File: src/alu_flags_pkg.sv
package alu_flags_pkg;

    // ======================================================================
    // data path widths and flag field positions
    // ======================================================================
    localparam int unsigned DATA_W        = 8;
    localparam int unsigned FLAG_W        = 5;
    localparam int unsigned CARRY_BIT     = 0;
    localparam int unsigned HALF_BIT      = 1;
    localparam int unsigned ZERO_BIT      = 2;
    localparam int unsigned OVERFLOW_BIT  = 3;
    localparam int unsigned NEGATIVE_BIT  = 4;
    localparam int unsigned ROT_LEFT_HALF = 3;
    localparam int unsigned ROT_RIGHT_HALF = 4;

    // ======================================================================
    // register map, byte addresses on the bus
    // ======================================================================
    localparam int unsigned APB_ADDR_W   = 12;
    localparam int unsigned APB_DATA_W   = 32;
    localparam logic [11:0] FLAGS_OFFSET = 12'h000;
    localparam logic [11:0] CONFIG_OFFSET = 12'h004;
    localparam logic [11:0] ADDR_STAT_OFFSET = 12'h008;

    localparam int unsigned EXT_ISA_BIT      = 0;
    localparam int unsigned MODE_OK_BIT      = 0;
    localparam int unsigned MODE_REFUSED_BIT = 1;

    // ======================================================================
    // values after reset
    // ======================================================================
    localparam logic [4:0] FLAGS_RESET   = 5'h00;
    localparam logic       EXT_ISA_RESET = 1'b0;

    // ======================================================================
    // operations and addressing modes
    // ======================================================================
    typedef enum logic [4:0] {
        add_accumulator_file_op      = 5'h00,
        add_literal_op               = 5'h01,
        subtract_literal_op          = 5'h02,
        subtract_accumulator_file_op = 5'h03,
        rotate_right_op              = 5'h04,
        rotate_left_op               = 5'h05,
        and_op                       = 5'h06,
        or_op                        = 5'h07,
        xor_op                       = 5'h08,
        clear_file_op                = 5'h09,
        bit_clear_op                 = 5'h0a,
        bit_set_op                   = 5'h0b,
        nibble_swap_op               = 5'h0c,
        file_to_file_move_op         = 5'h0d,
        accumulator_store_op         = 5'h0e
    } op_t;

    typedef enum logic [2:0] {
        mode_inherent      = 3'h0,
        mode_literal       = 3'h1,
        mode_direct        = 3'h2,
        mode_indirect      = 3'h3,
        mode_indexed_offset = 3'h4
    } addr_mode_t;

    // widen a narrow register onto the bus, upper bits zero
    function automatic logic [31:0] bus_word(input logic [7:0] v);
        bus_word = {24'h000000, v};
    endfunction

endpackage

File: src/flag_calc_if.sv
`timescale 1ns/1ps
`default_nettype none

interface flag_calc_if;
    import alu_flags_pkg::*;

    op_t        op;
    logic [7:0] a;
    logic [7:0] b;
    logic       carry_in;
    logic [7:0] result;
    logic [4:0] flags_new;
    logic [4:0] flags_touched;

    modport calc (
        input  op,
        input  a,
        input  b,
        input  carry_in,
        output result,
        output flags_new,
        output flags_touched
    );

    modport user (
        output op,
        output a,
        output b,
        output carry_in,
        input  result,
        input  flags_new,
        input  flags_touched
    );

endinterface

`default_nettype wire

File: src/alu_flag_calc.sv
`timescale 1ns/1ps
`default_nettype none

module alu_flag_calc
    import alu_flags_pkg::*;
(
    flag_calc_if.calc fc            // operands in, result and flags out
);

    // ======================================================================
    // adder with carry taps: {carry, half carry, sum}
    // ======================================================================
    function automatic logic [9:0] add_taps(input logic [7:0] x,
                                            input logic [7:0] y,
                                            input logic       cin);
        logic [4:0] low;
        logic [8:0] full;
        low  = {1'b0, x[3:0]} + {1'b0, y[3:0]} + {4'h0, cin};
        full = {1'b0, x} + {1'b0, y} + {8'h00, cin};
        add_taps = {full[8], low[4], full[7:0]};
    endfunction

    logic [7:0] addend;
    logic       sub_sel;
    logic [9:0] sum_taps;
    logic       signed_ovf;

    always_comb begin
        sub_sel = (fc.op == subtract_literal_op) ||
                  (fc.op == subtract_accumulator_file_op);
        addend  = sub_sel ? ~fc.b : fc.b;
        sum_taps = add_taps(fc.a, addend, sub_sel);
        signed_ovf = (fc.a[7] == addend[7]) &&
                     (sum_taps[7] != fc.a[7]);
    end

    // ======================================================================
    // result and flag selection
    // ======================================================================
    always_comb begin
        fc.result        = fc.a;
        fc.flags_new     = 5'h00;
        fc.flags_touched = 5'h00;
        unique case (fc.op)
            add_accumulator_file_op, add_literal_op,
            subtract_literal_op, subtract_accumulator_file_op: begin
                fc.result = sum_taps[7:0];
                fc.flags_new[CARRY_BIT]    = sum_taps[9];
                fc.flags_new[HALF_BIT]     = sum_taps[8];
                fc.flags_new[OVERFLOW_BIT] = signed_ovf;
                fc.flags_touched = 5'h1f;
            end
            rotate_right_op: begin
                fc.result = {fc.carry_in, fc.a[7:1]};
                fc.flags_new[CARRY_BIT] = fc.a[0];
                fc.flags_new[HALF_BIT]  = fc.a[ROT_RIGHT_HALF];
                fc.flags_touched = 5'h17;
            end
            rotate_left_op: begin
                fc.result = {fc.a[6:0], fc.carry_in};
                fc.flags_new[CARRY_BIT] = fc.a[7];
                fc.flags_new[HALF_BIT]  = fc.a[ROT_LEFT_HALF];
                fc.flags_touched = 5'h17;
            end
            and_op: begin
                fc.result = fc.a & fc.b;
                fc.flags_touched = 5'h14;
            end
            or_op: begin
                fc.result = fc.a | fc.b;
                fc.flags_touched = 5'h14;
            end
            xor_op: begin
                fc.result = fc.a ^ fc.b;
                fc.flags_touched = 5'h14;
            end
            clear_file_op: begin
                fc.result = 8'h00;
                fc.flags_touched = 5'h04;
            end
            bit_clear_op: fc.result = fc.a & ~fc.b;
            bit_set_op: fc.result = fc.a | fc.b;
            nibble_swap_op: fc.result = {fc.a[3:0], fc.a[7:4]};
            file_to_file_move_op: fc.result = fc.a;
            accumulator_store_op: fc.result = fc.b;
            default: fc.result = fc.a;
        endcase
        fc.flags_new[NEGATIVE_BIT] = fc.result[7];
        fc.flags_new[ZERO_BIT]     = (fc.result == 8'h00);
    end

endmodule

`default_nettype wire

File: src/alu_status_flags.sv
`timescale 1ns/1ps
`default_nettype none

module alu_status_flags
    import alu_flags_pkg::*;
(
    input  wire logic        pclk,          // bus and core clock
    input  wire logic        presetn,       // async reset, active low
    input  wire logic [11:0] paddr,         // apb byte address
    input  wire logic        psel,          // apb select
    input  wire logic        penable,       // apb access phase
    input  wire logic        pwrite,        // apb write
    input  wire logic [31:0] pwdata,        // apb write data
    input  wire logic [3:0]  pstrb,         // apb byte strobes
    output logic      [31:0] prdata,        // apb read data
    output logic             pready,        // apb ready
    output logic             pslverr,       // apb error, unmapped address
    input  wire logic        op_valid,      // one op this cycle
    input  wire op_t         op_code,       // operation
    input  wire logic        op_dest_flags, // destination is flag register
    input  wire logic [7:0]  op_a,          // file operand or minuend
    input  wire logic [7:0]  op_b,          // accumulator or literal
    output logic      [7:0]  result_data,   // result for write-back
    output logic             result_we,     // write-back strobe
    output logic      [4:0]  flag_bits,     // current flags
    input  wire logic        mem_valid,     // addressing mode check request
    input  wire addr_mode_t  mem_mode,      // requested addressing mode
    output logic             mem_mode_ok,   // mode legal, one-cycle answer
    output logic             mem_mode_done  // answer strobe
);

    // ======================================================================
    // flag computation
    // ======================================================================
    flag_calc_if fc_bus ();

    logic [4:0] flags_reg;
    logic [4:0] flags_next;
    logic       ext_isa_reg;
    logic       mode_ok_reg;
    logic       mode_refused_reg;

    assign fc_bus.op       = op_code;
    assign fc_bus.a        = op_a;
    assign fc_bus.b        = op_b;
    assign fc_bus.carry_in = flags_reg[CARRY_BIT];

    alu_flag_calc u_calc (
        .fc (fc_bus)
    );

    // ======================================================================
    // apb decode
    // ======================================================================
    logic        setup_phase;
    logic        access_done;
    logic        hit_flags;
    logic        hit_config;
    logic        hit_stat;
    logic        hit_any;
    logic        wr_lane0;
    logic [31:0] read_word;

    always_comb begin
        setup_phase = psel && !penable;
        access_done = psel && penable && pready;
        hit_flags   = (paddr == FLAGS_OFFSET);
        hit_config  = (paddr == CONFIG_OFFSET);
        hit_stat    = (paddr == ADDR_STAT_OFFSET);
        hit_any     = hit_flags || hit_config || hit_stat;
        wr_lane0    = access_done && pwrite && pstrb[0] && !pslverr;
        read_word   = 32'h00000000;
        if (hit_flags) begin
            read_word = bus_word({3'b000, flags_reg});
        end else if (hit_config) begin
            read_word = bus_word({7'h00, ext_isa_reg});
        end else if (hit_stat) begin
            read_word = bus_word({6'h00, mode_refused_reg, mode_ok_reg});
        end
    end

    // ready and read data come from the setup cycle: zero wait states
    always_ff @(posedge pclk or negedge presetn) begin
        if (!presetn) begin
            pready  <= 1'b0;
            pslverr <= 1'b0;
            prdata  <= 32'h00000000;
        end else begin
            pready  <= setup_phase;
            pslverr <= setup_phase && !hit_any;
            if (setup_phase && !pwrite) begin
                prdata <= read_word;
            end
        end
    end

    // ======================================================================
    // flag register
    // ======================================================================
    always_comb begin
        flags_next = flags_reg;
        if (wr_lane0 && hit_flags) begin
            flags_next = pwdata[4:0];
        end
        // a core op outranks a bus write in the same cycle
        if (op_valid) begin
            if (op_dest_flags && (fc_bus.flags_touched != 5'h00)) begin
                flags_next = (flags_reg & ~fc_bus.flags_touched) |
                             (fc_bus.flags_new & fc_bus.flags_touched);
            end else if (op_dest_flags) begin
                flags_next = fc_bus.result[4:0];
            end else begin
                flags_next = (flags_reg & ~fc_bus.flags_touched) |
                             (fc_bus.flags_new & fc_bus.flags_touched);
            end
        end
    end

    always_ff @(posedge pclk or negedge presetn) begin
        if (!presetn) begin
            flags_reg <= FLAGS_RESET;
        end else begin
            flags_reg <= flags_next;
        end
    end

    always_ff @(posedge pclk or negedge presetn) begin
        if (!presetn) begin
            flag_bits <= FLAGS_RESET;
        end else begin
            flag_bits <= flags_next;
        end
    end

    // ======================================================================
    // result write-back
    // ======================================================================
    always_ff @(posedge pclk or negedge presetn) begin
        if (!presetn) begin
            result_data <= 8'h00;
            result_we   <= 1'b0;
        end else begin
            result_we <= op_valid && !op_dest_flags;
            if (op_valid) begin
                result_data <= fc_bus.result;
            end
        end
    end

    // ======================================================================
    // configuration and addressing mode check
    // ======================================================================
    logic mode_legal;

    always_comb begin
        unique case (mem_mode)
            mode_inherent, mode_literal,
            mode_direct, mode_indirect: mode_legal = 1'b1;
            mode_indexed_offset: mode_legal = ext_isa_reg;
            default: mode_legal = 1'b0;
        endcase
    end

    always_ff @(posedge pclk or negedge presetn) begin
        if (!presetn) begin
            ext_isa_reg <= EXT_ISA_RESET;
        end else if (wr_lane0 && hit_config) begin
            ext_isa_reg <= pwdata[EXT_ISA_BIT];
        end
    end

    always_ff @(posedge pclk or negedge presetn) begin
        if (!presetn) begin
            mode_ok_reg   <= 1'b0;
            mem_mode_ok   <= 1'b0;
            mem_mode_done <= 1'b0;
        end else begin
            mem_mode_done <= mem_valid;
            mem_mode_ok   <= mem_valid && mode_legal;
            if (mem_valid) begin
                mode_ok_reg <= mode_legal;
            end
        end
    end

    // sticky refusal; a new refusal wins over a clear in the same cycle
    always_ff @(posedge pclk or negedge presetn) begin
        if (!presetn) begin
            mode_refused_reg <= 1'b0;
        end else if (mem_valid && !mode_legal) begin
            mode_refused_reg <= 1'b1;
        end else if (wr_lane0 && hit_stat && pwdata[MODE_REFUSED_BIT]) begin
            mode_refused_reg <= 1'b0;
        end
    end

endmodule

`default_nettype wire

File: config.mk
export PLATFORM = sky130hd
export DESIGN_NAME = alu_status_flags
export DESIGN_NICKNAME = d
export VERILOG_FILES = /design/src/alu_flags_pkg.sv /design/src/flag_calc_if.sv /design/src/alu_flag_calc.sv /design/src/alu_status_flags.sv
export SDC_FILE = /design/constraint.sdc
export NUM_CORES = 1
export LEC_CHECK = 0
export BUFFER_PORTS_ARGS = -buffer_cell sky130_fd_sc_hd__buf_2
export CAP_MARGIN = 20
export CORE_ASPECT_RATIO = 0.5
export CORE_MARGIN = 2
export CORE_UTILIZATION = 52
export DETAILED_ROUTE_END_ITERATION = 10
export GPL_TIMING_DRIVEN = 0
export PLACE_DENSITY = 0.87
export SETUP_SLACK_MARGIN = 0.05
export SLEW_MARGIN = 30
export SYNTH_ARGS = -nofsm -noshare
export SYNTH_HDL_FRONTEND = slang
export SYNTH_SLANG_ARGS = --single-unit
export TNS_END_PERCENT = 1
File: constraint.sdc
create_clock -name pclk -period 5.1 [get_ports pclk]
set_input_delay 1.02 -clock pclk [delete_from_list [all_inputs] [get_ports pclk]]
set_output_delay 1.02 -clock pclk [all_outputs]
set_load 0.02 [all_outputs]
==> summary.txt, run 1 <==
CTS resizes: 0
RePlAce Congestion: 0.9812
register share of total power: 0.340
sequential-to-total area share from yosys stat: 0.2245
Core Area: 0.005420 mm^2
most common cell after layout, fill and taps aside: buf_2
Routed WL per cell: 15.23 um
Reg-to-Reg End: flag_bits[4]$_DFFE_PN0P_
Port Buffers: 67
RSZ-0062 raised after global routing: no
Total Routed Length: 8.131 mm
nets@finish: 560
Site Rows: 19
clock share of power: 0.237
Worst R2R Path Depth: 6
#FFs+latches synth: 26
combinational share of power: 0.423
final period utilization: 0.8575
Distinct cells, synth: 69
share of layout cells above drive strength 1: 0.2733
fin crit period: 4.373 ns
EDFF count, synth: 0
Critical Path RT: 5.28 ns
overall die height: 56.79 um
hold worst-path end: prdata[0]$_DFFE_PN0P_
LEAKAGE: 0.001661 uW
total gr overflow: 0
Worst Hold Path Cells: 2
Worst Skew: 0.006664 ns
DRC: 0
CTS Buf Count: 3
vias in the first global route: 2829
initial antenna violation count: 0
CP Data Arrival Time: 4.55 ns
DRT Pass-1 Iters: 6
Finish-stage setup viols: 0
IO Pins: 130
Finished Layout Cells: 534
hold buffers post-CTS: 0
drt initial violations: 347
TNS Setup: 0 ns
CTS tree: yes
Via density: 5.801
CP startpoint kind: input pin
worst-path maximum fanout: 9
Worst-Margin Slew: 0.7984 ns
WS Path Type: in -> reg
achievable clock frequency: 228.7 MHz
CTS Buffer Depth: 2
n_diodes: 0
outcome: finished clean
largest net degree at the start of global routing: 27
Initial Utilization: 0.5346
P&R area growth vs syn: 20.55%
Post-CTS Setup Bufs: 0
hold path startpoint: prdata[0]$_DFFE_PN0P_
Yosys warning total: 0
P_sw: 259.6 uW
Slew Viols, Final: 0
Hold/Removal Path Class: reg -> reg
Critical R2R Launch: pslverr$_DFF_PN0_
Routed Antenna Nets: 0
Total GRT Usage: 0.2645
first-pass GRT wire length: 12.99 mm
Max Cap Violations: 0
peak supply drop: 181.9 uV
CTS HTree Levels: 1
Post-synth top flop: dfrtp_1
relative slew slack: 0.4664
placed insts: 530
commonest cells after routing, fill and taps aside: buf_2, nand2_1, buf_4
Avg Cell Area, Syn: 7.961 um^2
Die ar.: 0.006222 mm^2
max FFs per register: 8
post-synthesis async set-or-reset flop share: 1.000
Clock Sinks: 26
Root Buffer: clkbuf_8
Reg with most FFs: result_data
Pint: 448.3 uW
CP endpoint kind: flip-flop
DR vias: 3098
Largest regs: result_data (8), flag_bits (5), prdata (5)
Fin. Hold Viols: 0
Detail Placement HPWL: 6.383 mm
R2R Setup Slk: 3.01 ns
Power per Cell Area: 202.7 mW/mm^2
Post-Syn Area: 0.002898 mm^2
switch share: 0.3667
Clock Latency Late Sink: 0.27 ns
DIE WIDTH: 109.6 um
clock-pin slew of the registers on the worst-case setup and hold paths: 0.09 ns
cells after synthesis: 364
==> cell type report <==
type,count,area [um^2]
clock inverter,1,30.03
sequential,26,650.6
multi-input combinational,295,1953
clock buffer,3,41.29
timing repair buffer,67,335.3
tap,73,91.34
fill,466,1927
inverter,20,75.07
buffer,49,316.6
==> cells by family (layout without fill, tap and decap cells) <==
family / count (synthesis) / after routing / share of synthesized area
AND/OR/NAND/NOR: 127 / 127 / 0.2392
AO/OA/AOI/OAI: 98 / 98 / 0.2362
buffers and inverters: 69 / 140 / 0.1351
flip-flops: 26 / 26 / 0.2245
adder cells (fa/ha/maj): 18 / 18 / 0.08031
multiplexers: 13 / 13 / 0.04706
XOR/XNOR: 12 / 12 / 0.03627
other: 1 / 27 / 0.001294
==> power by group through the flow <==
stage | registers, uW | clock network, uW | logic (uW)
finish | 240 | 168 | 299
global route | 243 | 177 | 327
CTS | 240 | 171 | 295
detailed placement | 244 | 0 | 293
global placement | 243 | 0 | 288
floorplan | 261 | 0 | 184
==> how the worst max path moves through the flow <==
stage | start | slack, ns | to
detailed placement | op_code[4] | 0.58 | flag_bits[2]$_DFFE_PN0P_
CTS | op_code[4] | 0.86 | flag_bits[2]$_DFFE_PN0P_
finish | op_code[4] | 0.73 | flag_bits[2]$_DFFE_PN0P_
floorplan | op_code[3] | 1.30 | flag_bits[2]$_DFFE_PN0P_
global route | op_code[4] | 0.60 | flag_bits[2]$_DFFE_PN0P_
global placement | op_code[4] | 0.58 | flag_bits[2]$_DFFE_PN0P_
==> per-stage QoR <==
stage	hold slack [ns]	utilization	total power, uW	cell area (um^2)	setup WS [ns]
6_report	0.4845	0.6445	707.9	3493	0.7266
5_1_grt	0.5084	0.6445	747.4	3493	0.6029
4_1_cts	0.4843	0.6445	705.9	3493	0.8552
3_5_place_dp	0.4636	0.6313	537.1	3422	0.5790
3_3_place_gp	0.4529	0.6313	531.5	3422	0.5786
2_1_floorplan	0.4596	-	444.4	2995	1.300
==> Yosys cell counts (all sizes together) (3+ instances only) <==
| library cell | instances | share of area |
|---|---|---|
| a2111oi | 3 | 0.0099 |
| and3b | 3 | 0.0091 |
| nand2 | 32 | 0.041 |
| dfrtp | 26 | 0.22 |
| nor4 | 6 | 0.017 |
| inv | 20 | 0.026 |
| xnor2 | 11 | 0.033 |
| nand4 | 6 | 0.013 |
| and2 | 3 | 0.0065 |
| buf | 38 | 0.095 |
| a22oi | 3 | 0.0078 |
| o31ai | 4 | 0.010 |
| a21oi | 23 | 0.040 |
| a211oi | 8 | 0.022 |
| nor2 | 25 | 0.033 |
| nor2b | 11 | 0.024 |
| mux2 | 5 | 0.019 |
| a22o | 3 | 0.0091 |
| o21ai | 15 | 0.026 |
| nand3 | 13 | 0.022 |
| mux2i | 8 | 0.028 |
| ha | 17 | 0.073 |
| o211ai | 3 | 0.0078 |
| a31o | 4 | 0.012 |
| nand2b | 5 | 0.011 |
| o41ai | 3 | 0.0091 |
| clkbuf | 11 | 0.014 |
| a211o | 3 | 0.0095 |
| nor3b | 4 | 0.012 |
| nor3 | 7 | 0.016 |
| a31oi | 4 | 0.0086 |
==> metal layers <==
| layer | global-route usage | up-vias | share of wire |
|---|---|---|---|
| li1 | - | 1477 | - |
| met1 | 0.3276 | 1402 | 0.39 |
| met2 | 0.4550 | 187 | 0.47 |
| met3 | 0.04530 | 32 | 0.12 |
| met4 | 0.1085 | 0 | 0.025 |
| met5 | 0 | - | 0 |
==> critical path, cell delays in order <==
cell and delay [ns]:
buf_2 0.12, or4b_4 0.53, buf_6 0.17, xnor2_1 0.18, inv_1 0.08, fa_1 0.44
o21ai_0 0.57, mux2i_1 0.16, nor4b_1 0.72, and2_1 0.22, nand4_1 0.10, o31ai_1 0.23
(Power assumes the default switching activity.)
==> run 2, diff against run 1 <==
Settings changed: GPL_TIMING_DRIVEN 0 to default, MAX_ROUTING_LAYER from default to met4, RECOVER_POWER from default to 25.
==> run 2 against run 1 <==
Effect of this change:
- worst hold slack is essentially flat
- fmax grew 0.84%
- non-clock buffer count shrank 41
- design area shrank 7.7%
- core utilization shrank 4.9 points
- combinational power shrank 8.4%
- flip-flop and latch count is the same
- critical path depth shrank 1
- count of clock-buffer cells in the layout is the same
- clock power is essentially flat
- critical path type unchanged
- critical endpoint unchanged
==> summary.txt, run 2 (synthesis results as in run 1) <==
CP endpoint kind: flip-flop
n_diodes: 0
Total Routed Length: 7.500 mm
hold buffers post-CTS: 0
first-pass GRT wire length: 12.03 mm
Root Buffer: clkbuf_8
worst-path maximum fanout: 13
hold path startpoint: prdata[0]$_DFFE_PN0P_
Worst-Margin Slew: 1.350 ns
FILL cells: 485
Via density: 5.897
share of layout cells above drive strength 1: 0.2238
IO Pins: 130
Core Area: 0.005420 mm^2
Clock Latency Late Sink: 0.26 ns
Reg-to-Reg End: flag_bits[4]$_DFFE_PN0P_
Reg with most FFs: result_data
final core occ: 0.5951
drt initial violations: 324
Max Cap Violations: 0
P&R area growth vs syn: 11.31%
CTS Buf Count: 3
total gr overflow: 0
Die ar.: 0.006222 mm^2
Critical Path RT: 5.28 ns
Post-CTS Setup Bufs: 0
CTS Buffer Depth: 2
switch share: 0.3672
DR vias: 2907
relative slew slack: 0.1001
Worst Skew: 0.005610 ns
Total GRT Usage: 0.2458
max FFs per register: 8
largest net degree at the start of global routing: 32
CP startpoint kind: input pin
Final Power: 680.3 uW
CTS resizes: 0
RSZ-0062 raised after global routing: no
vias in the first global route: 2601
LEAKAGE: 0.001477 uW
most common cell after layout, fill and taps aside: buf_2
commonest cells after routing, fill and taps aside: buf_2, nand2_1, conb_1
Worst Hold Path Cells: 2
Slew Viols, Final: 0
TNS Setup: 0 ns
Routed Antenna Nets: 0
Finish-stage setup viols: 0
Clock Sinks: 26
outcome: finished clean
fin crit period: 4.337 ns
Worst R2R Path Depth: 6
DIE WIDTH: 109.6 um
Initial Utilization: 0.5346
DRT Pass-1 Iters: 5
clock share of power: 0.243
clock-pin slew of the registers on the worst-case setup and hold paths: 0.09 ns
Port Buffers: 72
RePlAce Congestion: 0.9518
peak supply drop: 132.7 uV
hold worst-path end: prdata[0]$_DFFE_PN0P_
initial antenna violation count: 0
nets@finish: 519
combinational share of power: 0.403
R2R Setup Slk: 3.02 ns
CP Data Arrival Time: 4.51 ns
Routed WL per cell: 15.21 um
final period utilization: 0.8504
Power per Cell Area: 210.9 mW/mm^2
Critical R2R Launch: pslverr$_DFF_PN0_
register share of total power: 0.354
Detail Placement HPWL: 5.784 mm
overall die height: 56.79 um
P_sw: 249.8 uW
Hold/Removal Path Class: reg -> reg
Pint: 430.5 uW
achievable clock frequency: 230.6 MHz
CTS tree: yes
WS Path Type: in -> reg
DRC: 0
Site Rows: 19
Fin. Hold Viols: 0
Largest regs: result_data (8), flag_bits (5), prdata (5)
CTS HTree Levels: 1
-- run 2: cell types whose count changed in the layout (fill, tap and decap cells not counted), sizes merged --
cell and delta:
clkbuf -8, buf -33
-- run 2: final cells by class --
| type | count | area, um^2 | share of cell area |
|---|---|---|---|
| flip-flops and latches | 26 | 650.6 | 0.2017 |
| clock buffers | 3 | 41.29 | 0.01280 |
| well taps | 73 | 91.34 | 0.02832 |
| multi-input cells | 295 | 1958 | 0.6071 |
| repair buffers | 75 | 379.1 | 0.1175 |
| inverters | 20 | 75.07 | 0.02327 |
| clock inverters | 1 | 30.03 | 0.009310 |
-- run 2: metal layers --
metal | routed length, um | vias up | track usage
li1 | - | 1393 | -
met1 | 3166 | 1346 | 0.3158
met2 | 3615 | 154 | 0.4198
met3 | 616 | 14 | 0.02207
met4 | 102 | 0 | 0.05967
met5 | 0 | - | -
-- run 2: power by group through the flow --
stage	sequential (uW)	clock, uW	combinational [uW]
finish	240	166	274
global placement	244	0	265
floorplan	261	0	184
CTS	240	169	271
detailed placement	244	0	270
global route	243	178	300
-- run 2: critical path, stage by stage --
cell and delay [ns]:
buf_2 0.19, or4b_4 0.70, xnor2_1 0.24, inv_1 0.09, fa_1 0.44, o21ai_0 0.53
mux2i_1 0.18, nor4b_1 0.61, and2_1 0.22, nand4_1 0.10, o31ai_1 0.21
-- run 2: metrics by stage --
stage / area (um^2) / hold WS (ns) / setup WS, ns / cells
global placement: 3153 / 0.4536 / 0.6103 / 489
CTS: 3229 / 0.4844 / 0.8630 / 493
finish: 3226 / 0.4849 / 0.7631 / 493
floorplan: 2995 / 0.4596 / 1.300 / 390
global route: 3226 / 0.5102 / 0.5036 / 493
detailed placement: 3158 / 0.4646 / 0.6010 / 489
-- run 2: worst max path at each step --
stage	start	endpoint	slack, ns	cells past startpoint
2_1_floorplan	op_code[3]	flag_bits[2]$_DFFE_PN0P_	1.30	12
3_3_place_gp	op_code[4]	flag_bits[2]$_DFFE_PN0P_	0.61	11
3_5_place_dp	op_code[4]	flag_bits[2]$_DFFE_PN0P_	0.60	11
4_1_cts	op_code[4]	flag_bits[2]$_DFFE_PN0P_	0.86	11
5_1_grt	op_code[4]	flag_bits[2]$_DFFE_PN0P_	0.50	11
6_report	op_code[4]	flag_bits[2]$_DFFE_PN0P_	0.76	11
